## src/hw/ncoos_pkg.sv

```systemverilog
package ncoos_pkg;

  ////////////////////////////////////////////////////////////////////////////
  // widths
  localparam int ACC_W = 20;
  localparam int INC_W = 16;
  localparam int CNT_W = 8;
  localparam int AXI_AW = 8;
  localparam int AXI_DW = 32;

  ////////////////////////////////////////////////////////////////////////////
  // register byte offsets
  localparam logic [7:0] OFF_CTRL = 8'h00;
  localparam logic [7:0] OFF_CLK = 8'h04;
  localparam logic [7:0] OFF_ACC_LO = 8'h08;
  localparam logic [7:0] OFF_ACC_HI = 8'h0c;
  localparam logic [7:0] OFF_ACC_UP = 8'h10;
  localparam logic [7:0] OFF_INC_LO = 8'h14;
  localparam logic [7:0] OFF_INC_HI = 8'h18;
  localparam logic [7:0] OFF_IRQ = 8'h1c;

  ////////////////////////////////////////////////////////////////////////////
  // field positions
  localparam int CTRL_EN_BIT = 7;
  localparam int CTRL_OE_BIT = 6;
  localparam int CTRL_OUT_BIT = 5;
  localparam int CTRL_POL_BIT = 4;
  localparam int CTRL_PFM_BIT = 0;
  localparam int CLK_PWS_LSB = 5;
  localparam int CLK_CKS_LSB = 0;
  localparam int IRQ_IF_BIT = 0;
  localparam int IRQ_IE_BIT = 1;
  localparam int IRQ_PERIPHERAL_IRQ_ENABLE_BIT = 2;
  localparam int IRQ_GIE_BIT = 3;
  localparam logic [7:0] CTRL_WR_MASK = 8'hd1;
  localparam logic [7:0] CLK_WR_MASK = 8'he3;

  ////////////////////////////////////////////////////////////////////////////
  // reset values and codes
  localparam logic [7:0] REG_RESET = 8'h00;
  localparam logic [1:0] CKS_HFOSC = 2'h0;
  localparam logic [1:0] CKS_SYSCLK = 2'h1;
  localparam logic [1:0] CKS_LC1 = 2'h2;
  localparam logic [1:0] CKS_PIN = 2'h3;
  localparam logic [1:0] RESP_OKAY = 2'h0;
  localparam logic [1:0] RESP_SLVERR = 2'h2;

  ////////////////////////////////////////////////////////////////////////////
  // timing counts in nco clock ticks
  localparam logic [1:0] INC_LOAD_TICKS = 2'h2;

  typedef enum logic {INC_IDLE, INC_ARMED} ncoos_inc_st_t;

endpackage

```

## src/hw/ncoos_out_if.sv

```systemverilog
`timescale 1ns/1ns
interface ncoos_out_if;
  logic tick;
  logic carry;
  logic enable;
  logic pulse_mode;
  logic polarity;
  logic [2:0] width_sel;
  logic out_level;

  // control end drives settings and events, stage end returns the output
  modport ctl (output tick, output carry, output enable, output pulse_mode,
               output polarity, output width_sel, input out_level);
  modport stage (input tick, input carry, input enable, input pulse_mode,
                 input polarity, input width_sel, output out_level);
endinterface

```

## src/hw/ncoos_top.sv

```systemverilog
// Functional notes
// RULE1: each nco tick adds increment to 20-bit accumulator; carry is overflow.
// RULE2: 16-bit increment held as low byte and high byte registers.
// RULE3: low write loads buffer on second nco edge if enabled, else immediately.
// RULE4: toggle mode inverts output on every overflow, giving square wave.
// RULE5: pulse-mode select bit zero selects toggle mode.
// RULE6: pulse mode holds output active for selected periods, then inactive.
// RULE7: pulse turns active on first nco edge after overflow.
// RULE8: pulse-mode select bit one selects pulse mode.
// RULE9: width field bits 7..5 gives 2**value nco periods, 1 to 128.
// RULE10: width field has no effect in toggle mode.
// RULE11: software keeps pulse width below overflow period.
// RULE12: polarity bit 4 inverts final output; zero means active high.
// RULE13: polarity change with interrupts enabled raises the interrupt flag.
// RULE14: control bit 5 mirrors output level, read only.
// RULE15: pin driven only while output enable bit 6 is one.
// RULE16: final output goes to logic cell and waveform generator.
// RULE17: every overflow sets the interrupt flag.
// RULE18: request needs module, module irq, peripheral and global enables.
// RULE19: flag stays set until software writes zero.
// RULE20: reset clears every register to zero.
// RULE21: counting continues during sleep while source clock runs.
// RULE22: enabled with internal oscillator selected keeps that oscillator running.
// RULE23: clock field bits 1..0: pin, logic cell, system clock, internal oscillator.
// RULE24: disabled module holds accumulator, makes no overflows, output inactive.
// RULE25: control writes pass into nco tick timing before acting; a disable, the output enable and changes while disabled act at once.
`timescale 1ns/1ns
module ncoos_top
  import ncoos_pkg::*;
(
  // clock and reset
  input wire logic aclk,
  input wire logic aresetn,
  // axi4-lite write
  input wire logic [ncoos_pkg::AXI_AW-1:0] awaddr,
  input wire logic awvalid,
  output logic awready,
  input wire logic [ncoos_pkg::AXI_DW-1:0] wdata,
  input wire logic [3:0] wstrb,
  input wire logic wvalid,
  output logic wready,
  output logic [1:0] bresp,
  output logic bvalid,
  input wire logic bready,
  // axi4-lite read
  input wire logic [ncoos_pkg::AXI_AW-1:0] araddr,
  input wire logic arvalid,
  output logic arready,
  output logic [ncoos_pkg::AXI_DW-1:0] rdata,
  output logic [1:0] rresp,
  output logic rvalid,
  input wire logic rready,
  // clock sources
  input wire logic internal_hf_oscillator,
  input wire logic logic_cell1_output,
  input wire logic external_clock_pin,
  // outputs
  output logic nco_pin_o,
  output logic nco_pin_oe,
  output logic to_configurable_logic_cell,
  output logic to_complementary_waveform_gen,
  output logic overflow_interrupt_event,
  output logic hf_oscillator_keep_on
);
  import ncoos_pkg::*;

  ////////////////////////////////////////////////////////////////////////////
  // registers
  logic [7:0] ctrl_q;
  logic [7:0] clk_q;
  logic [7:0] inc_lo_q;
  logic [7:0] inc_hi_q;
  logic [INC_W-1:0] inc_buf_q;
  logic [ACC_W-1:0] acc_q;
  logic irq_flag_q;
  logic irq_ie_q;
  logic irq_peripheral_irq_enable_q;
  logic irq_gie_q;
  logic bvalid_q;
  logic [1:0] bresp_q;
  logic rvalid_q;
  logic [31:0] rdata_q;
  logic [1:0] rresp_q;
  logic src_prev_q;
  logic en_s_q;
  logic pfm_s_q;
  logic pol_s_q;
  logic [2:0] pws_s_q;
  logic carry_q;
  logic [1:0] tick_cnt_q;
  ncoos_inc_st_t inc_st_q;
  logic wr_fire;
  logic wr_lo;
  logic tick;
  logic src_sel;
  logic [ACC_W:0] sum;
  logic pol_irq;
  logic [31:0] rd_word;
  logic rd_hit;
  logic wr_hit;
  logic out_level;
  ncoos_out_if oif();

  ////////////////////////////////////////////////////////////////////////////
  // write channel: address and data taken together, one response outstanding
  assign awready = awvalid && wvalid && !bvalid_q;
  assign wready = awready;
  assign wr_fire = awready;
  assign wr_lo = wr_fire && wstrb[0];
  assign wr_hit = awaddr[1:0] == 2'h0 && awaddr <= OFF_IRQ;

  always_ff @(posedge aclk)
  begin
    if (!aresetn)
    begin
      bvalid_q <= 1'b0;
      bresp_q <= RESP_OKAY;
    end
    else if (wr_fire)
    begin
      bvalid_q <= 1'b1;
      bresp_q <= wr_hit ? RESP_OKAY : RESP_SLVERR;
    end
    else if (bready)
      bvalid_q <= 1'b0;
  end

  assign bvalid = bvalid_q;
  assign bresp = bresp_q;

  // read channel: one read at a time, data registered
  assign arready = arvalid && !rvalid_q;

  always_comb
  begin
    rd_hit = 1'b1;
    rd_word = 32'h0000_0000;
    unique case (araddr)
      OFF_CTRL: rd_word[7:0] = {ctrl_q[7:6], out_level, ctrl_q[4:0]}; // see RULE14
      OFF_CLK: rd_word[7:0] = clk_q;
      OFF_ACC_LO: rd_word[7:0] = acc_q[7:0];
      OFF_ACC_HI: rd_word[7:0] = acc_q[15:8];
      OFF_ACC_UP: rd_word[7:0] = {4'h0, acc_q[19:16]};
      OFF_INC_LO: rd_word[7:0] = inc_lo_q;
      OFF_INC_HI: rd_word[7:0] = inc_hi_q;
      OFF_IRQ: rd_word[7:0] = {4'h0, irq_gie_q, irq_peripheral_irq_enable_q, irq_ie_q, irq_flag_q};
      default: rd_hit = 1'b0;
    endcase
  end

  always_ff @(posedge aclk)
  begin
    if (!aresetn)
    begin
      rvalid_q <= 1'b0;
      rdata_q <= 32'h0000_0000;
      rresp_q <= RESP_OKAY;
    end
    else if (arready)
    begin
      rvalid_q <= 1'b1;
      rdata_q <= rd_word;
      rresp_q <= rd_hit ? RESP_OKAY : RESP_SLVERR;
    end
    else if (rready)
      rvalid_q <= 1'b0;
  end

  assign rvalid = rvalid_q;
  assign rdata = rdata_q;
  assign rresp = rresp_q;

  ////////////////////////////////////////////////////////////////////////////
  // control and configuration registers
  always_ff @(posedge aclk)
  begin
    if (!aresetn)
    begin
      ctrl_q <= REG_RESET; // see RULE20
      clk_q <= REG_RESET;
      inc_lo_q <= REG_RESET;
      inc_hi_q <= REG_RESET;
      irq_ie_q <= 1'b0;
      irq_peripheral_irq_enable_q <= 1'b0;
      irq_gie_q <= 1'b0;
    end
    else if (wr_lo)
    begin
      unique case (awaddr)
        OFF_CTRL: ctrl_q <= wdata[7:0] & CTRL_WR_MASK; // see RULE14
        OFF_CLK: clk_q <= wdata[7:0] & CLK_WR_MASK;
        OFF_INC_LO: inc_lo_q <= wdata[7:0]; // see RULE2
        OFF_INC_HI: inc_hi_q <= wdata[7:0];
        OFF_IRQ:
        begin
          irq_ie_q <= wdata[IRQ_IE_BIT];
          irq_peripheral_irq_enable_q <= wdata[IRQ_PERIPHERAL_IRQ_ENABLE_BIT];
          irq_gie_q <= wdata[IRQ_GIE_BIT];
        end
        default: ;
      endcase
    end
  end

  ////////////////////////////////////////////////////////////////////////////
  // nco clock: rising edge of the selected source as a one-cycle enable
  always_comb
  begin
    unique case (clk_q[CLK_CKS_LSB +: 2]) // see RULE23
      CKS_HFOSC: src_sel = internal_hf_oscillator;
      CKS_SYSCLK: src_sel = 1'b1;
      CKS_LC1: src_sel = logic_cell1_output;
      CKS_PIN: src_sel = external_clock_pin;
    endcase
  end

  always_ff @(posedge aclk)
  begin
    if (!aresetn)
      src_prev_q <= 1'b0;
    else
      src_prev_q <= src_sel;
  end

  // system clock source ticks every cycle
  assign tick = clk_q[CLK_CKS_LSB +: 2] == CKS_SYSCLK || (src_sel && !src_prev_q);

  // settings copied on nco edges; a disable acts at once
  always_ff @(posedge aclk)
  begin
    if (!aresetn)
    begin
      en_s_q <= 1'b0;
      pfm_s_q <= 1'b0;
      pol_s_q <= 1'b0;
      pws_s_q <= 3'h0;
    end
    else if (tick || !ctrl_q[CTRL_EN_BIT])
    begin
      en_s_q <= ctrl_q[CTRL_EN_BIT]; // see RULE25
      pfm_s_q <= ctrl_q[CTRL_PFM_BIT]; // see RULE5 see RULE8
      pol_s_q <= ctrl_q[CTRL_POL_BIT];
      pws_s_q <= clk_q[CLK_PWS_LSB +: 3];
    end
  end

  ////////////////////////////////////////////////////////////////////////////
  // increment buffer load
  always_ff @(posedge aclk)
  begin
    if (!aresetn)
    begin
      inc_st_q <= INC_IDLE;
      tick_cnt_q <= 2'h0;
      inc_buf_q <= 16'h0000;
    end
    else if (!ctrl_q[CTRL_EN_BIT])
    begin
      inc_st_q <= INC_IDLE;
      tick_cnt_q <= 2'h0;
      inc_buf_q <= {inc_hi_q, inc_lo_q}; // see RULE3
    end
    else
    begin
      unique case (inc_st_q)
        INC_IDLE:
          if (wr_lo && awaddr == OFF_INC_LO)
          begin
            inc_st_q <= INC_ARMED;
            tick_cnt_q <= 2'h0;
          end
        INC_ARMED:
          if (tick && tick_cnt_q + 2'h1 == INC_LOAD_TICKS)
          begin
            inc_st_q <= INC_IDLE;
            inc_buf_q <= {inc_hi_q, inc_lo_q}; // see RULE3
          end
          else if (tick)
            tick_cnt_q <= tick_cnt_q + 2'h1;
      endcase
    end
  end

  ////////////////////////////////////////////////////////////////////////////
  // accumulator; software byte writes take priority over a tick
  assign sum = {1'b0, acc_q} + {5'h00, inc_buf_q};

  always_ff @(posedge aclk)
  begin
    if (!aresetn)
    begin
      acc_q <= 20'h00000;
      carry_q <= 1'b0;
    end
    else
    begin
      carry_q <= 1'b0;
      if (wr_lo && awaddr == OFF_ACC_LO)
        acc_q[7:0] <= wdata[7:0];
      else if (wr_lo && awaddr == OFF_ACC_HI)
        acc_q[15:8] <= wdata[7:0];
      else if (wr_lo && awaddr == OFF_ACC_UP)
        acc_q[19:16] <= wdata[3:0];
      else if (tick && en_s_q)
      begin
        acc_q <= sum[ACC_W-1:0]; // see RULE1 see RULE21
        carry_q <= sum[ACC_W]; // see RULE24
      end
    end
  end

  ////////////////////////////////////////////////////////////////////////////
  // output stage
  assign oif.tick = tick;
  assign oif.carry = carry_q;
  assign oif.enable = en_s_q;
  assign oif.pulse_mode = pfm_s_q;
  assign oif.polarity = pol_s_q;
  assign oif.width_sel = pws_s_q;
  assign out_level = oif.out_level;

  ncoos_out_stage u_stage (
    .aclk(aclk),
    .aresetn(aresetn),
    .io(oif.stage)
  );

  // final output to pin and on-chip users
  assign nco_pin_o = ctrl_q[CTRL_OE_BIT] && out_level; // see RULE15
  assign nco_pin_oe = ctrl_q[CTRL_OE_BIT]; // see RULE15
  assign to_configurable_logic_cell = out_level; // see RULE16
  assign to_complementary_waveform_gen = out_level; // see RULE16
  assign hf_oscillator_keep_on = ctrl_q[CTRL_EN_BIT] && clk_q[CLK_CKS_LSB +: 2] == CKS_HFOSC; // see RULE22

  ////////////////////////////////////////////////////////////////////////////
  // interrupt flag and request; a set wins over a clear
  logic pol_prev_q;

  always_ff @(posedge aclk)
  begin
    if (!aresetn)
      pol_prev_q <= 1'b0;
    else
      pol_prev_q <= pol_s_q;
  end

  assign pol_irq = pol_s_q != pol_prev_q && irq_ie_q && irq_peripheral_irq_enable_q && irq_gie_q; // see RULE13

  always_ff @(posedge aclk)
  begin
    if (!aresetn)
      irq_flag_q <= 1'b0;
    else if (carry_q || pol_irq)
      irq_flag_q <= 1'b1; // see RULE17
    else if (wr_lo && awaddr == OFF_IRQ && !wdata[IRQ_IF_BIT])
      irq_flag_q <= 1'b0; // see RULE19
  end

  assign overflow_interrupt_event = irq_flag_q && ctrl_q[CTRL_EN_BIT] && irq_ie_q && irq_peripheral_irq_enable_q
    && irq_gie_q; // see RULE18
endmodule

```

## src/hw/ncoos_out_stage.sv

```systemverilog
`timescale 1ns/1ns
module ncoos_out_stage
  import ncoos_pkg::*;
(
  // clock and reset
  input wire logic aclk,
  input wire logic aresetn,
  // settings and events
  ncoos_out_if.stage io
);

  logic raw_q;
  logic pend_q;
  logic [CNT_W-1:0] cnt_q;
  logic out_q;
  logic pend;

  // an overflow in the same cycle as a tick counts as pending
  assign pend = pend_q | io.carry;

  ////////////////////////////////////////////////////////////////////////////
  // overflow waiting for the next nco edge
  always_ff @(posedge aclk)
  begin
    if (!aresetn || !io.enable)
      pend_q <= 1'b0;
    else if (io.tick)
      pend_q <= 1'b0;
    else if (io.carry)
      pend_q <= 1'b1;
  end

  // raw waveform: toggle or stretched pulse
  always_ff @(posedge aclk)
  begin
    if (!aresetn || !io.enable)
    begin
      raw_q <= 1'b0; // see RULE24
      cnt_q <= '0;
    end
    else if (!io.pulse_mode)
    begin
      cnt_q <= '0;
      if (io.carry)
        raw_q <= ~raw_q; // see RULE4 see RULE10
    end
    else if (io.tick)
    begin
      if (pend)
      begin
        raw_q <= 1'b1; // see RULE6 see RULE7
        cnt_q <= (8'h01 << io.width_sel) - 8'h01; // see RULE9
      end
      else if (raw_q && cnt_q == '0)
        raw_q <= 1'b0; // see RULE6
      else if (raw_q)
        cnt_q <= cnt_q - 8'h01;
    end
  end

  // polarity is the last stage
  always_ff @(posedge aclk)
  begin
    if (!aresetn)
      out_q <= 1'b0;
    else
      out_q <= raw_q ^ io.polarity; // see RULE12
  end

  assign io.out_level = out_q;
endmodule

```

## config.mk

```make
export PLATFORM = sky130hd
export DESIGN_NAME = ncoos_top
export DESIGN_NICKNAME = d
export VERILOG_FILES = /design/src/hw/ncoos_pkg.sv /design/src/hw/ncoos_out_if.sv /design/src/hw/ncoos_top.sv /design/src/hw/ncoos_out_stage.sv
export SDC_FILE = /design/constraint.sdc
export NUM_CORES = 1
export LEC_CHECK = 0
export ABC_AREA = 1
export CORE_ASPECT_RATIO = 1.25
export CORE_MARGIN = 5
export CORE_UTILIZATION = 55
export CTS_BUF_LIST = sky130_fd_sc_hd__clkbuf_8 sky130_fd_sc_hd__clkbuf_16
export DETAILED_ROUTE_END_ITERATION = 7
export DONT_BUFFER_PORTS = 1
export GPL_TIMING_DRIVEN = 0
export PLACE_DENSITY = 0.8
export SLEW_MARGIN = 30
export SYNTH_ARGS = -nofsm -noshare
export SYNTH_HDL_FRONTEND = slang
export SYNTH_SLANG_ARGS = --single-unit
```

## constraint.sdc

```tcl
create_clock -name aclk -period 2.6 [get_ports aclk]
set_clock_uncertainty 0.15 [all_clocks]
set_input_delay 0.52 -clock aclk [delete_from_list [all_inputs] [get_ports aclk]]
set_output_delay 0.52 -clock aclk [all_outputs]
set_load 0.05 [all_outputs]
```

After elaboration in Yosys (flattened, before gate mapping) --
Cells that the tools add are included.
Storage, ports and cells: register bits after elaboration 102, output and inout bits 47, word-level logic and storage cells 175
Operators by class: add/sub/neg operators 4, order comparisons 1, eq/ne operators 30, shift operators 1, muxes and demuxes 35, bitwise operators 9, reduce and logical (&&, ||, !) cells 65
Operator list (count):
- equality test 8 x 5 -> 1 bit, second input constant | 8
- two-way mux 16 bit | 4
- case mux 8 bit (8 select lines) | 1
- two-way mux 8 bit | 6
- equality test 8 x 4 -> 1 bit, second input constant | 4
- logical AND 1 bit | 24
- zero test 8 bit | 3
- adder 20 x 16 -> 21 bit | 1
- two-way mux 20 bit | 1
- AND reduction 3 bit | 6
- equality test 8 x 3 -> 1 bit, second input constant | 2
- nonzero test 2 bit | 8
- subtractor 8 x 1 -> 8 bit, second input constant | 2
- two-way mux 1 bit | 14
- AND reduction 2 bit | 7
- two-way mux 2 bit | 5
- != test 2 x 1 -> 1 bit, second input constant | 5
- != test 2 bit, second input constant | 5
- less-or-equal comparator 8 x 5 -> 1 bit, second input constant | 1
- OR reduction 8 bit | 1
- left shift 1 x 3 -> 8 bit, first input constant | 1
- zero test 1 bit | 7
- inverter 1 bit | 7
- equality test 2 bit, second input constant | 3
- other kinds (14) | 19

Depth between registers and ports, before layout --
Gate-level depths: netlist (run 1).
depth in word-level cells 9, depth in mapped cells 14, mapped depth without buffers 14

Cells and area by module --
From an unflattened synthesis (run 1), not the netlist that was laid out.
Unflattened totals: cells, all modules 918, area, all modules 6183.4 um2
Modules (own cells, without submodules):
- ncoos_top | instances 1, cells an instance 783, area an instance 5301.3 um2, seq. area each 1781.7 um2
- ncoos_out_stage | instances 1, cells an instance 135, area an instance 882.1 um2, seq. area each 220.2 um2

Worst setup path before layout (run 1) --
No wires, ideal clock.
path type reg2out, start reg ctrl_q[7], end out hf_oscillator_keep_on, arrival 1.604 ns, slack 0.326 ns, stages on the path, launching flop included 3, path buffers 0, cell sequence dfxtp_1 -> inv_1 -> nor3_1
Between the ends: longest elaborated chain between the ends 1
RTL lines:
- from (decl) | RTL line ncoos_top.sv:69 | logic [7:0] ctrl_q;
- from (signal assigned) | RTL line ncoos_top.sv:190 | OFF_CTRL: ctrl_q <= wdata[7:0] & CTRL_WR_MASK;
- logical AND 1 bit | RTL line ncoos_top.sv:333 | assign hf_oscillator_keep_on = ctrl_q[CTRL_EN_BIT] && clk_q[CLK_CKS_LSB +: 2] == CKS_HFOSC;
- to (decl) | RTL line ncoos_top.sv:63 | output logic hf_oscillator_keep_on
Every way passes these cells.

Worst setup path after layout (run 1) --
start reg ctrl_q[7], end out overflow_interrupt_event
Between the ends: longest elaborated chain between the ends 4
RTL lines:
- logical AND 1 bit (3 in series) | RTL line ncoos_top.sv:359 | assign overflow_interrupt_event = irq_flag_q && ctrl_q[CTRL_EN_BIT] && irq_ie_q && irq_peripheral_irq_enable_q
- logical AND 1 bit | RTL line ncoos_top.sv:360 | && irq_gie_q;
- to (decl) | RTL line ncoos_top.sv:62 | output logic overflow_interrupt_event,
Every way passes these cells.

==> key figures, run 1 <==
Pwr
  – Pleak: around 3.1 nW
  – Overall power: 0.00314 W
  – Peak supply drop: 0.272 mV
  – Pwr/cell area: 461 mW/mm^2

Timing
  – Max Freq: 410 MHz
  – Crit share post-route: a little over nine tenths
  – Min cycle time layout: around 2.4 ns
  – Final TNS setup: 0 ns
  – Actual slew at the worst max-slew pin: 0.959 ns
  – RSZ-0062 raised after global routing: false
  – Max-slew violations: 0
  – Hold Slack: 0.161 ns
  – Final worst-path setup slack: ~0.16 ns
  – # setup viols final: 0
  – Max_slew headroom: 35.8%
  – Final hold violation count: 0

Routing
  – Drt first-iter violations: 631
  – Post-Route WL: 18700 um
  – Uppermost layer routed: met4
  – Via density: 5.45
  – Drt drc: 0
  – Via Count: 6119
  – Drt first pass iters: 7
  – Met2 WL: 9450 um
  – Wl on met1: roughly 7500 um
  – WL met3: approximately 900 um
  – DRT antenna net count: 0
  – Drt wl/cell: 16.7 um

Die
  – Die footprint: 0.0136 mm^2
  – Initial Utilization: 56.1%
  – Row count: 43
  – Chip height: 129 um
  – Core area: 0.0111 mm^2
  – Die width: 105 um
  – Io pins: 109

Yosys
  – Post-synthesis cell area: 0.00625 mm^2
  – Number of synthesized flops with an enable pin: 0
  – Synth cell types: 50
  – Top cell type's share of synthesized area: 32.0%
  – Mean Syn Cell Area: 6.61 um^2
  – Synth Flop Type: dfxtp_1
  – Yosys reg bits: 100
  – Post-Syn Instances: ~950
  – Largest area contributor in the netlist: dfxtp_1
  – Ys Warns: 0
  – Largest cells by area after synthesis: dfxtp_1, nand2_1, o21ai_0
  – Ys async rst share: 0%
  – Sequential share of the synthesized area: 32.0%

Placed design
  – Port bufs: 0
  – Worst slack, placed: -0.0187 ns
  – GP Congestion: 0.987
  – Cells after DPL: 1106
  – Dpl hpwl: 14700 um

Clock network
  – Clk root buf: clkbuf_16
  – CTS tree: yes
  – CTS Buf Count: 9
  – Hold-fix buffers, CTS: 0
  – Worst-path clk slew: 0.07 ns
  – Clk_lat worst skew: 0.35 ns
  – Clock sinks: 100
  – Max Buffers Root-to-Sink: 2
  – H-tree levels: 3

Setup path
  – Startpoint Class: flop
  – CP Data Required Time: 1.93 ns
  – Crit. End Element: primary output
  – Crit path kind: flop to primary output
  – CP Max Fanout: 6
  – Arrival @ worst endpoint: 1.77 ns

Final layout
  – Ant. Diodes: 0
  – Non-filler cells, final: between 1000 and 1500
  – Final layout net count: 1063
  – Area Overhead vs Synth: 9.05%
  – Most frequent cells in the layout: nand2_1, inv_1, nor2_1
  – Commonest non-fill, non-tap cell in the layout: nand2_1
  – Layout cells sized above 1: 12.2%

Hold path
  – Hold/Removal Path Class: input pin to flop

Status
  – Outcome: finished clean

Global route
  – GRT Util Overall: a little over a quarter
  – Global route overflow: 0
  – First-pass GRT wire length: 28900 um
  – Vias in the first global route: 5579
  – Largest net degree at the start of global routing: 19
  – Initial antenna violation count: 0

Flow run
  – MaxCap Viol Count: 0
sequential cells by signal, indices dropped and copies added, names as in the netlist, 2 cells and up:
name	count
acc_q	20
clk_q	5
ctrl_q	4
inc_buf_q	16
inc_hi_q	8
inc_lo_q	8
oif.width_sel	3
rdata	8
tick_cnt_q	2
u_stage.cnt_q	8
worst paths after layout:
check             depth (start not counted)  slack [ns]                  endpoint  startpoint
setup reg to reg                         10        0.23                   carry_q    acc_q[0]
setup / recovery                          2        0.16  overflow_interrupt_event   ctrl_q[7]
hold / removal                            2        0.16                 ctrl_q[4]    wdata[4]
hold reg to reg                           2        0.33          oif.width_sel[2]    clk_q[7]
metrics by stage:
step | util, % | cell area (um^2)
4_1_cts | 61.2 | 6810
3_5_place_dp | 58.5 | 6520
5_1_grt | 61.2 | 6810
2_1_floorplan | - | 6340
6_report | 61.2 | 6810
3_3_place_gp | 58.5 | 6510
cells by family (layout without fill, tap and decap cells):
group	Yosys count	in the layout	share of synthesized area, %
DFF	100	100	32.0
adders and majority gates	19	19	3.92
xor gates and xnor gates	10	10	1.40
AOI/OAI and AO/OA	188	188	15.9
buffers and inverters	167	183	12.7
and+or+nand+nor	461	461	34.0
other	1	26	0.0600
timing repair:
action,CTS,global route
endpoints found under the setup margin,1,0
gates resized for setup,1,0
setup buffers,0,0
per-layer routing:
metal  track usage, %  up-vias
met5                0        -
li1                 -     3081
met3             2.14       49
met2             49.4      206
met1             32.3     2783
met4             12.4        0
cell type report:
type	instances	area, um^2
Multi-Input combinational cell	704	3560
Clock inverter	6	53.8
Tap cell	135	169
Fill cell	1089	4320
Inverter	120	462
Clock buffer	10	239
Sequential cell	100	2000
Buffer	47	329
where the power goes:
| part | switching (W) | internal [W] | total [W] | leakage [nW] |
|---|---|---|---|---|
| Combinational | 0.000197 | 0.0000557 | 0.000253 | 2.20 |
| Sequential | 0.0000207 | 0.00154 | 0.00156 | 0.806 |
| Clock | 0.000638 | 0.000693 | 0.00133 | 0.135 |
worst max-delay path: stages (launching register included):
cell and delay [ns]:
dfxtp_1 0.57, nand2_1 0.10, nor2_1 0.75
Yosys cell counts (3+ instances only):
| cell type | instances |
|---|---|
| a21oi_1 | 76 |
| a21oi_2 | 4 |
| buf_2 | 6 |
| buf_4 | 28 |
| buf_6 | 3 |
| clkbuf_1 | 7 |
| dfxtp_1 | 100 |
| ha_1 | 18 |
| inv_1 | 106 |
| inv_2 | 9 |
| nand2_1 | 222 |
| nand2_2 | 4 |
| nand2_4 | 4 |
| nand3_1 | 73 |
| nand3_4 | 3 |
| nand4_1 | 6 |
| nor2_1 | 104 |
| nor2_2 | 17 |
| nor2_4 | 4 |
| nor3_1 | 8 |
| nor3_2 | 5 |
| o21ai_0 | 81 |
| o21ai_1 | 12 |
| o22ai_1 | 5 |
| xnor2_1 | 4 |
| xor2_1 | 6 |
Power figures use the tool's default switching activity.
==> run 2, diff against run 1 <==
Settings changed: PLACE_DENSITY 0.8 to 0.83.
Clock period 2.6 ns to 2.2 ns, I/O delays scaled along.
==> run 2 against run 1 <==
  * Total power rose by 28%
  * Register-to-register slack got worse by 0.22 ns
  * Cell area rose by 2.8%
  * Critical path depth rose by 7
  * Sequential power rose by 18%
  * Worst setup slack got worse by 0.15 ns
  * Utilization rose by 1.7 points
  * Die area did not move
  * Critical endpoint is now carry_q
  * Highest routed layer unchanged
==> key figures, run 2 (synthesized netlist as in run 1, its figures left out) <==
Pwr
  – Switching power: between 0.0009 and 0.001 W
  – Peak supply drop: 0.377 mV
  – Sequential power share: 45.9%
  – Pleak: 3.18 nW
  – Internal power: 0.00303 W
  – Overall power: 0.00401 W
  – Sw Share: 24.5%
  – Pwr/cell area: 572 mW/mm^2
  – Combinational power share: 7.5%
  – Clock power share: 46.6%

Global route
  – First-pass GRT wire length: 29400 um
  – GRT Util Overall: 27.2%
  – Largest net degree at the start of global routing: 17
  – Global route overflow: 0
  – Initial antenna violation count: 0
  – Vias in the first global route: 5990

Timing
  – # setup viols final: 0
  – RSZ-0062 raised after global routing: true
  – Hold Slack: 0.0724 ns
  – Crit share post-route: 99.5%
  – Max-slew violations: 0
  – Final hold violation count: 0
  – Actual slew at the worst max-slew pin: 0.779 ns
  – Min cycle time layout: 2.19 ns
  – Final TNS setup: 0 ns
  – Max Freq: 457 MHz
  – Max_slew headroom: 48.1%

Die
  – Die footprint: 0.0136 mm^2
  – Core area: 0.0111 mm^2
  – Die width: 105 um
  – Row count: 43
  – Io pins: 109
  – Chip height: 129 um
  – Initial Utilization: a little under three fifths

Setup path
  – Crit path kind: flop to flop
  – Startpoint Class: flop
  – Slowest cell on the critical path: ha_1
  – CP Data Required Time: 2.25 ns
  – CP Max Fanout: 5
  – Arrival @ worst endpoint: 2.24 ns
  – Reg2reg path depth: 9
  – CP dominant cell by count: nand2_1
  – Slowest stage delay, CP: 0.37 ns
  – Crit. End Element: flop
  – Reg2reg start: acc_q[7]
  – RR Endpoint: carry_q
  – CP cell instances: ha_1 -> nand2_1 -> nor2_1 -> nand2_1 -> nand2_1 -> nand3_1 -> nand2_1 -> inv_1 -> nor4_1
  – Register-to-register setup slack: 0.01 ns

Final layout
  – Max reg flops: 20
  – Most frequent cells in the layout: nand2_1, inv_1, nor2_1
  – Ant. Diodes: 0
  – Final core occ: between 60 and 70%
  – Commonest non-fill, non-tap cell in the layout: nand2_1
  – Layout cells sized above 1: about 14%
  – Largest register by flop count: acc_q
  – Regs by FF count: acc_q (20), inc_buf_q (16)
  – Final layout net count: 1065
  – Non-filler cells, final: 1124
  – Area Overhead vs Synth: 12.1%

Routing
  – Drt first pass iters: 5
  – Drt wl/cell: 16.6 um
  – Drt drc: 0
  – Drt first-iter violations: roughly 530
  – Via Count: between 6000 and 7000
  – Post-Route WL: around 19000 um
  – DRT antenna net count: 0
  – Via density: 5.60

Status
  – Outcome: finished clean

Hold path
  – Worst Hold Path EP: ctrl_q[4]
  – Worst hold start: wdata[4]
  – Hold/Removal Path Class: input pin to flop
  – Hold path cells: 2

Clock network
  – Clock sinks: 100
  – H-tree levels: 3
  – Hold-fix buffers, CTS: 0
  – Clk_lat worst skew: 0.35 ns
  – CTS tree: yes
  – Max Buffers Root-to-Sink: 2
  – Worst-path clk slew: ~0.070 ns
  – CTS Buf Count: 9
  – Clk root buf: clkbuf_16

Placed design
  – Port bufs: 0
  – Cells after DPL: approximately 1100
  – GP Congestion: 1.02
  – Dpl hpwl: 14200 um

Flow run
  – MaxCap Viol Count: 0
## run 2: cell count changes in the layout (fill, tap and decap cells not counted), sizes merged
cell / delta
bufinv: +3
clkbuf: +1
clkinv: +2
clkinvlp: -2
inv: -3
nor2: +1
## run 2: worst max-delay path, delay by kind of cell, from the launching register on
kind	cells	cell delay, ns
buffers and inverters	1	0.06
flip-flops	1	0.35
AND/OR/NAND/NOR	7	1.10
adder cells (fa/ha/maj)	1	0.37
## run 2: through the flow
stage	instance area, um^2	worst slack, ns
after global placement	6520	-0.157
after detailed placement	6520	-0.157
after floorplan	6350	0.00577
after global routing	7010	-0.0509
after CTS	6900	0.00233
final	7010	0.0113
## run 2: final cells by class
cell class | count | area (um^2)
Multi-Input combinational cell | 705 | 3670
Buffer | 47 | 338
Clock inverter | 6 | 111
Tap cell | 135 | 169
Fill cell | 1025 | 4130
Timing Repair Buffer | 1 | 7.51
Clock buffer | 10 | 239
Inverter | 120 | 463
Sequential cell | 100 | 2010
## run 2: metal layers
metal  track usage (%)  part of all wire, %
met1              31.2                   38
met5                 0                    0
met3              3.84                  6.8
met2              47.3                   49
met4              18.0                  6.2
## run 2: worst max path at each step
stage | startpoint | endpoint | slack [ns] | cells after the start
after global placement | ctrl_q[7] | hf_oscillator_keep_on | -0.16 | 2
after floorplan | ctrl_q[7] | hf_oscillator_keep_on | 0.006 | 2
final | acc_q[7] | carry_q | 0.01 | 9
after CTS | acc_q[0] | acc_q[16] | 0.002 | 13
after detailed placement | bvalid | inc_hi_q[6] | -0.16 | 8
after global routing | acc_q[0] | acc_q[16] | -0.05 | 13
## run 2: repair_timing
action                                  in CTS  in global routing
buffers inserted                             0                  1
resized for setup                            8                 18
endpoints found under the hold margin        0                  0
endpoints found under the setup margin      31                 19
pin swaps                                    2                  2
gates cloned                                 1                  0
## run 2: power groups by stage
| stage | Sequential (W) | Clock [W] | Combinational (W) |
|---|---|---|---|
| after floorplan | 0.00188 | 0 | 0.000246 |
| after global placement | 0.00188 | 0 | 0.000288 |
| after detailed placement | 0.00188 | 0 | 0.000291 |
| after CTS | 0.00184 | 0.00186 | 0.000294 |
| after global routing | 0.00184 | 0.00194 | 0.000316 |
| final | 0.00184 | 0.00187 | 0.000299 |
==> run 3, diff against run 2 <==
--- a/config.mk
+++ b/config.mk
@@ -9,10 +9,10 @@
 export CORE_ASPECT_RATIO = 1.25
 export CORE_MARGIN = 5
-export CORE_UTILIZATION = 55
+export CORE_UTILIZATION = 50
 export CTS_BUF_LIST = sky130_fd_sc_hd__clkbuf_8 sky130_fd_sc_hd__clkbuf_16
 export DETAILED_ROUTE_END_ITERATION = 7
 export DONT_BUFFER_PORTS = 1
 export GPL_TIMING_DRIVEN = 0
-export PLACE_DENSITY = 0.83
+export PLACE_DENSITY = 0.78
 export SLEW_MARGIN = 30
 export SYNTH_ARGS = -nofsm -noshare
--- a/constraint.sdc
+++ b/constraint.sdc
@@ -3,3 +3,3 @@
 set_input_delay 0.44 -clock aclk [delete_from_list [all_inputs] [get_ports aclk]]
 set_output_delay 0.44 -clock aclk [all_outputs]
-set_load 0.05 [all_outputs]
+set_load 0.1 [all_outputs]
==> run 3 against run 2 <==
  * The flow now finishes with violations (setup timing)
  * Global-route usage fell by 1.6 points
  * Cell area grew 4.1%
  * Worst hold slack lost 0.0033 ns
  * Non-clock buffer count rose by 17
  * Sequential share of layout area decreased by 0.96 points
  * Critical path depth unchanged
  * Via count is 0.40% lower
  * Critical path type unchanged
  * Largest power group is now sequential cells
  * Highest routed layer unchanged
==> key figures, run 3 (synthesized netlist as in run 1, its figures left out) <==
Status
  – Outcome: complete, but fails checks
  – Violations in the final reports: setup timing

Clock network
  – Clock sinks: 100
  – Worst-path clk slew: ~0.07 ns
  – Max Buffers Root-to-Sink: 2
  – Clk root buf: clkbuf_16
  – Hold-fix buffers, CTS: 0
  – Clk_lat worst skew: 0.36 ns
  – CTS Buf Count: 9
  – H-tree levels: 3
  – CTS tree: yes

Setup path
  – Crit path kind: flop to flop
  – Crit. End Element: flop
  – Worst path bufs/invs: 2
  – Slowest cell on the critical path: nor2_4
  – Arrival @ worst endpoint: 2.52 ns
  – CP Data Required Time: 2.29 ns
  – Reg2reg path depth: 9
  – Largest delay share family, worst path: simple AND/OR/NAND/NOR gates
  – Reg2reg start: bvalid
  – Startpoint Class: flop
  – CP Max Fanout: 6
  – RR Endpoint: acc_q[12]
  – Register-to-register setup slack: -0.23 ns
  – Slowest stage delay, CP: roughly 0.64 ns
  – CP cell instances: nor2_4 -> nand2_4 -> nor2_2 -> nand3_2 -> inv_4 -> a21oi_4 -> buf_6 -> o21ai_0 -> nor2_1

Placed design
  – Port bufs: 0
  – Worst slack, placed: -0.326 ns
  – GP Congestion: 1.02
  – Dpl hpwl: 14400 um

Pwr
  – Pwr/cell area: about 520 mW/mm^2
  – Peak supply drop: 0.370 mV
  – Pleak: 3.29 nW
  – Overall power: roughly 0.0038 W

Routing
  – Drt first pass iters: 5
  – Via density: around 5.4
  – DRT antenna net count: 0
  – Drt drc: 0
  – Via Count: 6266
  – Drt wl/cell: 16.2 um
  – Drt first-iter violations: 435
  – Post-Route WL: 18900 um

Final layout
  – Final layout net count: around 1100
  – Commonest non-fill, non-tap cell in the layout: nand2_1
  – Footprint of the multi-input gates: between 0.003 and 0.004 mm^2
  – Area Overhead vs Synth: 16.7%
  – Regs by FF count: acc_q (20), inc_buf_q (16)
  – Ant. Diodes: 0
  – Max reg flops: 20
  – Layout cells sized above 1: between 10% and 20%
  – FILL cells: 1171
  – Largest register by flop count: acc_q
  – Sequential cell area: a little over 0.002 mm^2
  – Most frequent cells in the layout: nand2_1, inv_1, nor2_1

Timing
  – Final hold violation count: 0
  – Max Freq: 411 MHz
  – Final worst-path setup slack: -0.232 ns
  – Actual slew at the worst max-slew pin: 1.01 ns
  – RSZ-0062 raised after global routing: true
  – Min cycle time layout: approximately 2.4 ns
  – Hold Slack: 0.0691 ns
  – # setup viols final: 40
  – Max-slew violations: 0
  – Max_slew headroom: 32.5%
  – Crit share post-route: 111%

Die
  – Die width: 110 um
  – Row count: 45
  – Core area: 0.0122 mm^2
  – Initial Utilization: 51.1%
  – Die footprint: about 0.015 mm^2
  – Chip height: roughly 130 um
  – Io pins: 109

Hold path
  – Hold path cells: 2
  – Worst hold start: wdata[4]
  – Worst Hold Path EP: ctrl_q[4]
  – Hold/Removal Path Class: input pin to flop

Global route
  – Global route overflow: 0
  – Initial antenna violation count: 0
  – Vias in the first global route: around 6000
  – Largest net degree at the start of global routing: 18
  – First-pass GRT wire length: 29300 um
  – GRT Util Overall: 25.6%

Flow run
  – MaxCap Viol Count: 0
==> run 3: cell types whose count changed in the layout (fill, tap and decap cells not counted), moves of 4 or more <==
cell,before,now
o21ai_0,81,64
ha_1,12,17
buf_12,1,6
nand2_1,222,216
dfxtp_4,1,5
o21ai_1,12,26
ha_4,5,0
nor2_1,101,97
inv_1,106,102
buf_4,29,34
buf_6,4,11
==> run 3: worst max-delay path by stage <==
stage	start	to	slack (ns)	depth (start not counted)
finish	bvalid	acc_q[12]	-0.23	9
global route	bvalid	inc_hi_q[5]	-0.29	8
CTS	bvalid	clk_q[7]	-0.18	5
detailed placement	rvalid	rdata[2]	-0.33	5
global placement	ctrl_q[7]	hf_oscillator_keep_on	-0.30	2
floorplan	ctrl_q[7]	hf_oscillator_keep_on	-0.12	2
==> run 3: layout make-up <==
cell class / instances / area share (%)
Tap cell: 164 / 2.81
Timing Repair Buffer: 18 / 3.02
Multi-Input combinational cell: 705 / 51.0
Buffer: 47 / 4.92
Clock buffer: 10 / 3.28
Sequential cell: 100 / 27.7
Clock inverter: 6 / 0.635
Inverter: 120 / 6.66
==> run 3: repair_timing <==
| item | 4_1_cts | 5_1_grt |
|---|---|---|
| gates resized for setup | 41 | 43 |
| setup buffers | 10 | 6 |
| gates cloned | 2 | 1 |
| endpoints found under the setup margin | 59 | 54 |
| pin swaps | 8 | 14 |
==> run 3: per-stage QoR <==
step / instances / utilization [%] / cell area, um^2 / TNS, ns
finish: 1170 / 59.7 / 7290 / -4.27
global route: 1170 / 59.7 / 7290 / -8.76
CTS: 1163 / 58.2 / 7110 / -4.41
detailed placement: 1135 / 53.9 / 6590 / -6.97
global placement: 1135 / 53.8 / 6570 / -6.67
floorplan: 971 / - / 6370 / -0.124
==> run 3: layer usage <==
layer | track usage [%] | routed length [um] | vias to the layer above
met5 | 0 | 0 | -
met4 | 15.7 | 1040 | 0
met3 | 4.35 | 1190 | 68
met2 | 43.8 | 9400 | 247
met1 | 29.2 | 7300 | 2827
li1 | - | - | 3124
==> run 3: report_power, final <==
| part | internal (W) | leakage, nW | total, W | switching (W) |
|---|---|---|---|---|
| Clock | 0.000809 | 0.141 | 0.00154 | 0.000732 |
| Combinational | 0.0000742 | 2.34 | 0.000422 | 0.000348 |
| Sequential | 0.00181 | 0.810 | 0.00186 | 0.0000453 |
| Total | 0.00269 | 3.29 | 0.00382 | 0.00113 |
